--- config.mk ---
export PLATFORM = sky130hd
export DESIGN_NAME = rcd_timebase
export DESIGN_NICKNAME = d
export VERILOG_FILES = /design/src/core/rcd_pkg.sv /design/src/core/rcd_timebase.sv
export VERILOG_INCLUDE_DIRS = /design/src /design/src/core
export SDC_FILE = /design/constraint.sdc
export NUM_CORES = 1
export LEC_CHECK = 0
export ABC_AREA = 1
export BUFFER_PORTS_ARGS = -buffer_cell sky130_fd_sc_hd__buf_2
export CORE_MARGIN = 3
export CORE_UTILIZATION = 35
export CTS_CLUSTER_SIZE = 20
export DETAILED_ROUTE_END_ITERATION = 8
export PLACE_DENSITY = 0.63
export REMOVE_ABC_BUFFERS = 1
export SKIP_LAST_GASP = 1
export SYNTH_ARGS = -nofsm -noshare
export SYNTH_HDL_FRONTEND = slang
export SYNTH_SLANG_ARGS = --single-unit
--- constraint.sdc ---
create_clock -name clk -period 2.71 [get_ports clk]
set_clock_uncertainty 0.1 [all_clocks]
set_input_delay 0.271 -clock clk [delete_from_list [all_inputs] [get_ports clk]]
set_output_delay 0.271 -clock clk [all_outputs]
set_load 0.03 [all_outputs]
--- src/core/rcd_map.svh ---
// Constants of the reference clock divider timebase
// Operation
// - Divide the reference clock by one, two, four or eight for the timebase.
// - Divide ratio is eight after reset until the host programs another.
// - Timebase runs at nominal 2 MHz when reference matches the ratio.
// - Fault flags latch and clear only on the divided timebase.
// - The 125 kHz carrier is derived from the timebase.
// - Chip select is active low; serial data is accepted only while low.
`ifndef RCD_MAP_SVH
`define RCD_MAP_SVH
`define RCD_SYNC_DEPTH 3
`define RCD_PIN_COUNT 4
`define RCD_PIN_REF 0
`define RCD_PIN_SCLK 1
`define RCD_PIN_SDI 2
`define RCD_PIN_SEL 3
`define RCD_FRAME_BITS 4'h8
`define RCD_CMD_WRITE_BIT 7
`define RCD_CMD_RATIO_LSB 0
`define RCD_CARRIER_HALF 3'h7
`define RCD_FAULT_WIDTH 4
`define RCD_FAULT_RESET 4'h0
`define RCD_SYNC_RESET 3'h7
`endif

--- src/core/rcd_pkg.sv ---
// Types of the reference clock divider timebase
package rcd_pkg;
    typedef enum logic [1:0] {
        RCD_DIV1,
        RCD_DIV2,
        RCD_DIV4,
        RCD_DIV8
    } rcd_ratio_t;
endpackage

--- src/core/rcd_timebase.sv ---
// Reference clock divider, serial ratio select, fault latch and carrier
`include "rcd_map.svh"
module rcd_timebase (
    // Clock and control
    input wire logic clk,
    input wire logic srst,
    input wire logic ce,
    // Pins from the host
    input wire logic ref_clk_pin,
    input wire logic sclk_pin,
    input wire logic sdi_pin,
    input wire logic serial_select_n,
    // Fault sources and clear request from status logic
    input wire logic [`RCD_FAULT_WIDTH-1:0] fault_in,
    input wire logic fault_clear,
    // Timebase and derived outputs
    output logic timebase_clk,
    output logic timebase_tick,
    output logic carrier,
    output logic [`RCD_FAULT_WIDTH-1:0] fault_flags,
    output rcd_pkg::rcd_ratio_t ratio
);

    // Half-period edge count for a ratio: ratio minus one
    function automatic logic [2:0] half_limit(input rcd_pkg::rcd_ratio_t r);
        case (r)
            rcd_pkg::RCD_DIV1: half_limit = 3'h0;
            rcd_pkg::RCD_DIV2: half_limit = 3'h1;
            rcd_pkg::RCD_DIV4: half_limit = 3'h3;
            default: half_limit = 3'h7;
        endcase
    endfunction

    logic [`RCD_SYNC_DEPTH-1:0] sync_reg [`RCD_PIN_COUNT];
    logic [`RCD_PIN_COUNT-1:0] filt_reg;
    logic [`RCD_PIN_COUNT-1:0] filt_next;
    logic [2:0] edge_cnt_reg;
    logic [2:0] car_cnt_reg;
    logic [3:0] bit_cnt_reg;
    logic [7:0] shift_reg;
    logic tb_reg;
    logic tick_reg;
    logic car_reg;
    logic clear_pend_reg;
    logic [`RCD_FAULT_WIDTH-1:0] flags_reg;
    rcd_pkg::rcd_ratio_t ratio_reg;
    rcd_pkg::rcd_ratio_t ratio_pend_reg;

    // Three-stage synchronisers; reset loads ones on every pin, data included though it idles low
    always_ff @(posedge clk) begin
        for (int i = 0; i < `RCD_PIN_COUNT; i++) begin
            if (srst) begin
                sync_reg[i] <= `RCD_SYNC_RESET;
            end else if (ce) begin
                sync_reg[i] <= {sync_reg[i][1:0], 1'b0};
            end
        end
        if (!srst && ce) begin
            sync_reg[`RCD_PIN_REF][0] <= ref_clk_pin;
            sync_reg[`RCD_PIN_SCLK][0] <= sclk_pin;
            sync_reg[`RCD_PIN_SDI][0] <= sdi_pin;
            sync_reg[`RCD_PIN_SEL][0] <= serial_select_n;
        end
    end

    // Filtered level moves only once stages two and three agree
    always_comb begin
        for (int i = 0; i < `RCD_PIN_COUNT; i++) begin
            filt_next[i] = (sync_reg[i][1] == sync_reg[i][2]) ? sync_reg[i][2] : filt_reg[i];
        end
    end

    always_ff @(posedge clk) begin
        if (srst) begin
            filt_reg <= '1;
        end else if (ce) begin
            filt_reg <= filt_next;
        end
    end

    // Events seen on the filtered pins
    wire ref_edge = ce && (filt_next[`RCD_PIN_REF] != filt_reg[`RCD_PIN_REF]);
    wire sclk_rise = ce && filt_next[`RCD_PIN_SCLK] && !filt_reg[`RCD_PIN_SCLK];
    wire sel_low = !filt_reg[`RCD_PIN_SEL];
    wire sel_rise = ce && filt_next[`RCD_PIN_SEL] && !filt_reg[`RCD_PIN_SEL];
    wire frame_ok = (bit_cnt_reg == `RCD_FRAME_BITS) && shift_reg[`RCD_CMD_WRITE_BIT];
    wire [2:0] limit = half_limit(ratio_reg);
    wire tb_flip = ref_edge && (edge_cnt_reg == limit);
    wire tb_rise = tb_flip && !tb_reg;
    wire car_flip = tb_rise && (car_cnt_reg == `RCD_CARRIER_HALF);
    wire [`RCD_FAULT_WIDTH-1:0] flags_next =
        (clear_pend_reg ? '0 : flags_reg) | fault_in;

    // Serial receiver: bits counted only inside a low select frame
    always_ff @(posedge clk) begin
        if (srst || (ce && !sel_low)) begin
            bit_cnt_reg <= 4'h0;
        end else if (sclk_rise && sel_low && bit_cnt_reg != `RCD_FRAME_BITS) begin
            bit_cnt_reg <= bit_cnt_reg + 4'h1;
            shift_reg <= {shift_reg[6:0], filt_reg[`RCD_PIN_SDI]};
        end
    end

    // A complete write frame arms the new ratio at select release
    always_ff @(posedge clk) begin
        if (srst) begin
            ratio_pend_reg <= rcd_pkg::RCD_DIV8;
        end else if (sel_rise && frame_ok) begin
            ratio_pend_reg <= rcd_pkg::rcd_ratio_t'(shift_reg[`RCD_CMD_RATIO_LSB +: 2]);
        end
    end

    // Ratio swaps only at a timebase rising edge so no half period is cut short
    always_ff @(posedge clk) begin
        if (srst) begin
            ratio_reg <= rcd_pkg::RCD_DIV8;
        end else if (tb_rise) begin
            ratio_reg <= ratio_pend_reg;
        end
    end

    // Divider: count reference edges, flip timebase every ratio edges
    always_ff @(posedge clk) begin
        if (srst) begin
            edge_cnt_reg <= 3'h0;
            tb_reg <= 1'b0;
        end else if (ref_edge) begin
            edge_cnt_reg <= tb_flip ? 3'h0 : edge_cnt_reg + 3'h1;
            tb_reg <= tb_reg ^ tb_flip;
        end
    end

    // Carrier is timebase over sixteen: toggle every eighth tick
    always_ff @(posedge clk) begin
        if (srst) begin
            car_cnt_reg <= 3'h0;
            car_reg <= 1'b0;
            tick_reg <= 1'b0;
        end else if (ce) begin
            tick_reg <= tb_rise;
            if (tb_rise) begin
                car_cnt_reg <= car_cnt_reg + 3'h1;
                car_reg <= car_reg ^ car_flip;
            end
        end
    end

    // Faults latch on the tick; a clear waits for it and a new fault still wins
    always_ff @(posedge clk) begin
        if (srst) begin
            flags_reg <= `RCD_FAULT_RESET;
            clear_pend_reg <= 1'b0;
        end else if (ce) begin
            if (tb_rise) begin
                flags_reg <= flags_next;
                clear_pend_reg <= fault_clear;
            end else if (fault_clear) begin
                clear_pend_reg <= 1'b1;
            end
        end
    end

    assign timebase_clk = tb_reg;
    assign timebase_tick = tick_reg;
    assign carrier = car_reg;
    assign fault_flags = flags_reg;
    assign ratio = ratio_reg;
endmodule

==> metrics.csv <==
metric;value;unit
final worst-path cycle share;0.755;
Max-Cap Viols;0;
setup TNS;0;ps
Critical Path RT;2790;ps
Synth async-reset ratio;0;
Final Hold Fails;0;
Core Box Area;0.00520;mm^2
Layout area overhead;15.2;%
cts repair resizes;0;
hold_sp;fault_clear;
global-route usage over all layers;0.115;
TritonCTS Sinks;46;
GP Congestion;0.791;
Crit Path Max Fanout;9;
slowest stage delay, CP;420;ps
WP data arrival;2130;ps
number of synthesized flops with an enable pin;20;
Synth cell types;30;
site row count;26;
Synth Area in Adders;0.0456;
largest family of logic cells by synthesized area;simple AND/OR/NAND/NOR gates;
Synth top area share;0.313;
final net count;247;
first-pass GRT wire length;5770;um
DR WL/cell;11.1;um
Core Util, Final;0.425;
# port buffers;20;
final hold slack;84.1;ps
final wirelength;3310;um
Via-to-Cell Ratio;4.60;
Cell Area, Synth;0.00192;mm^2
Slew Viols, Final;0;
clk buf depth;2;
Leakage;0.929;nW
Cell Chain, Critical Path;o21ai_1 > nand3_2 > nor2_1 > nand2_1 > inv_1 > ha_1 > nand2_1 > inv_2 > nand2_1 > nand2_1 > a21oi_1;
Hold Path Depth;2;
via count;1375;
Syn Inst Count;202;
clock share of power;0.371;
Flop pwr share;0.590;
vias in the first global route;1342;
number of diodes;0;
Critical R2R Launch;sync_reg[0][2];
ys flop type;dfxtp_1;
top-count cell post-synth;nand2_1;
DR iter-0 viols;79;
CP top delay family;simple AND/OR/NAND/NOR gates;
Slowest-stage cell, CP;edfxtp_1;
final setup violation count;0;
initial antenna violation count;0;
post-route worst setup slack;665;ps
synth top area cells;edfxtp_1 (31%), dfxtp_1 (27%), nand2_1 (8.4%);
# fillers;543;
CTS H-tree lvls;2;
Largest register FFs;12;
Hold Buf Count CTS;0;
sequential fraction of the synthesis area;0.584;
mux cell area share after synthesis;0;
die width;80.1;um
Top Ports;21;
NetSw;266;uW
CTS tree;built;
status;complete, no violations;
YS warnings;0;
WHS Endpoint;clear_pend_reg;
area of the multi-input gates;696;um^2
Pwr Density;568;mW/mm^2
Synth Area in XOR/XNOR;0.0182;
post-placement setup slack;715;ps
Comb power frac;0.039;
R2R cell count;11;
WS Path Type;reg -> reg;
# DRC;0;
Tmin final;2040;ps
largest net degree at the start of global routing;16;
Final HPWL DP;2380;um
layout cells sized above 1;0.157;
most frequent CP cell;nand2_1;
Synth top cells by count;nand2_1 (43), dfxtp_1 (26), inv_1 (21), edfxtp_1 (20), nor2_1 (15);
Worst Setup SP;sync_reg[0][2];
Root Driver;clkbuf_8;
Synth Area in Compound Gates;0.102;
grt total ovfl;0;
worst hold path type;in -> reg;
switching share of power;0.212;
post-route ant nets;0;
reg2reg end;fault_flags[0];
Max Clock Freq;0.489;GHz
setup bufs post-CTS;0;
CTS clk-pin slew, worst paths;90;ps
relative slew slack;0.700;
Worst R2R Setup Slack;670;ps
peak supply drop;0.282;mV
Die Height;80.1;um
Reg area;0.00112;mm^2
CP Buf/Inv Count;2;
RSZ-0062 raised after global routing;false;
#FFs+latches synth;46;
die area;0.00641;mm^2
Pint;991;uW
Post-Syn Area per Cell;9.51;um^2
Synth area leader;edfxtp_1;
Initial Util;0.369;
Worst-Skew Late Latency;290;ps
CP Capture Type;flip-flop;
CP startpoint kind;flip-flop;
simple-gate area share of the yosys netlist;0.197;
DRT Pass-1 Iters;4;
Num CTS Buffers;5;
Worst Max-Slew Pin Slew;449;ps
==> how the worst max path moves through the flow <==
stage                     cells after the start  slack (ps)        endpoint
after detailed placement                     11         720  fault_flags[0]
after CTS                                    11         690  fault_flags[1]
final                                        11         670  fault_flags[0]
after floorplan                               5         810    shift_reg[0]
after global placement                       11         770  fault_flags[3]
after global routing                         11         460  fault_flags[2]
==> through the flow <==
stage          cells  total power [mW]  area, um^2
3_3_place_gp     291             0.806        2110
6_report         299              1.26        2210
2_1_floorplan    199             0.782        1900
3_5_place_dp     291             0.807        2110
4_1_cts          299              1.28        2210
5_1_grt          299              1.31        2210
==> layout by cell type (no fill, tap or decap), types with 2 or more instances in the layout <==
cell type,instances
nand4_1,6
edfxtp_1,20
a21oi_1,14
buf_2,20
inv_1,21
nor2_1,15
clkbuf_8,5
nand2_1,43
dfxtp_1,26
o21ai_0,12
inv_2,2
nor2_2,2
nand3_1,6
buf_4,2
or2_1,7
ha_1,7
o21ai_1,2
xor2_1,3
==> per-layer routing <==
metal / share of wire / vias up / track usage
met5: 0 / - / 0
met4: 0.010 / 0 / 0.0355
met3: 0.056 / 5 / 0.0314
met2: 0.44 / 30 / 0.187
met1: 0.49 / 614 / 0.149
li1: - / 726 / -
==> power by group through the flow <==
stage	Sequential, mW	Clock [mW]	Combinational [mW]
CTS	0.742	0.488	0.0497
detailed placement	0.758	0	0.0494
global route	0.743	0.508	0.0564
finish	0.742	0.467	0.0488
floorplan	0.756	0	0.0263
global placement	0.757	0	0.0489
==> final cells by class <==
| type | instances | area share |
|---|---|---|
| inverters | 23 | 0.0390 |
| clock buffers | 6 | 0.0424 |
| clock inverters | 2 | 0.00622 |
| multi-input cells | 130 | 0.314 |
| well taps | 70 | 0.0396 |
| flip-flops and latches | 46 | 0.507 |
| repair buffers | 22 | 0.0520 |
==> logic make-up after synthesis <==
family | Yosys count
fa+ha+maj | 7
xor+xnor | 4
simple gates | 84
flops | 46
buf+inv | 26
compound gates | 35
Note: power is estimated with default switching activity, not from simulation.
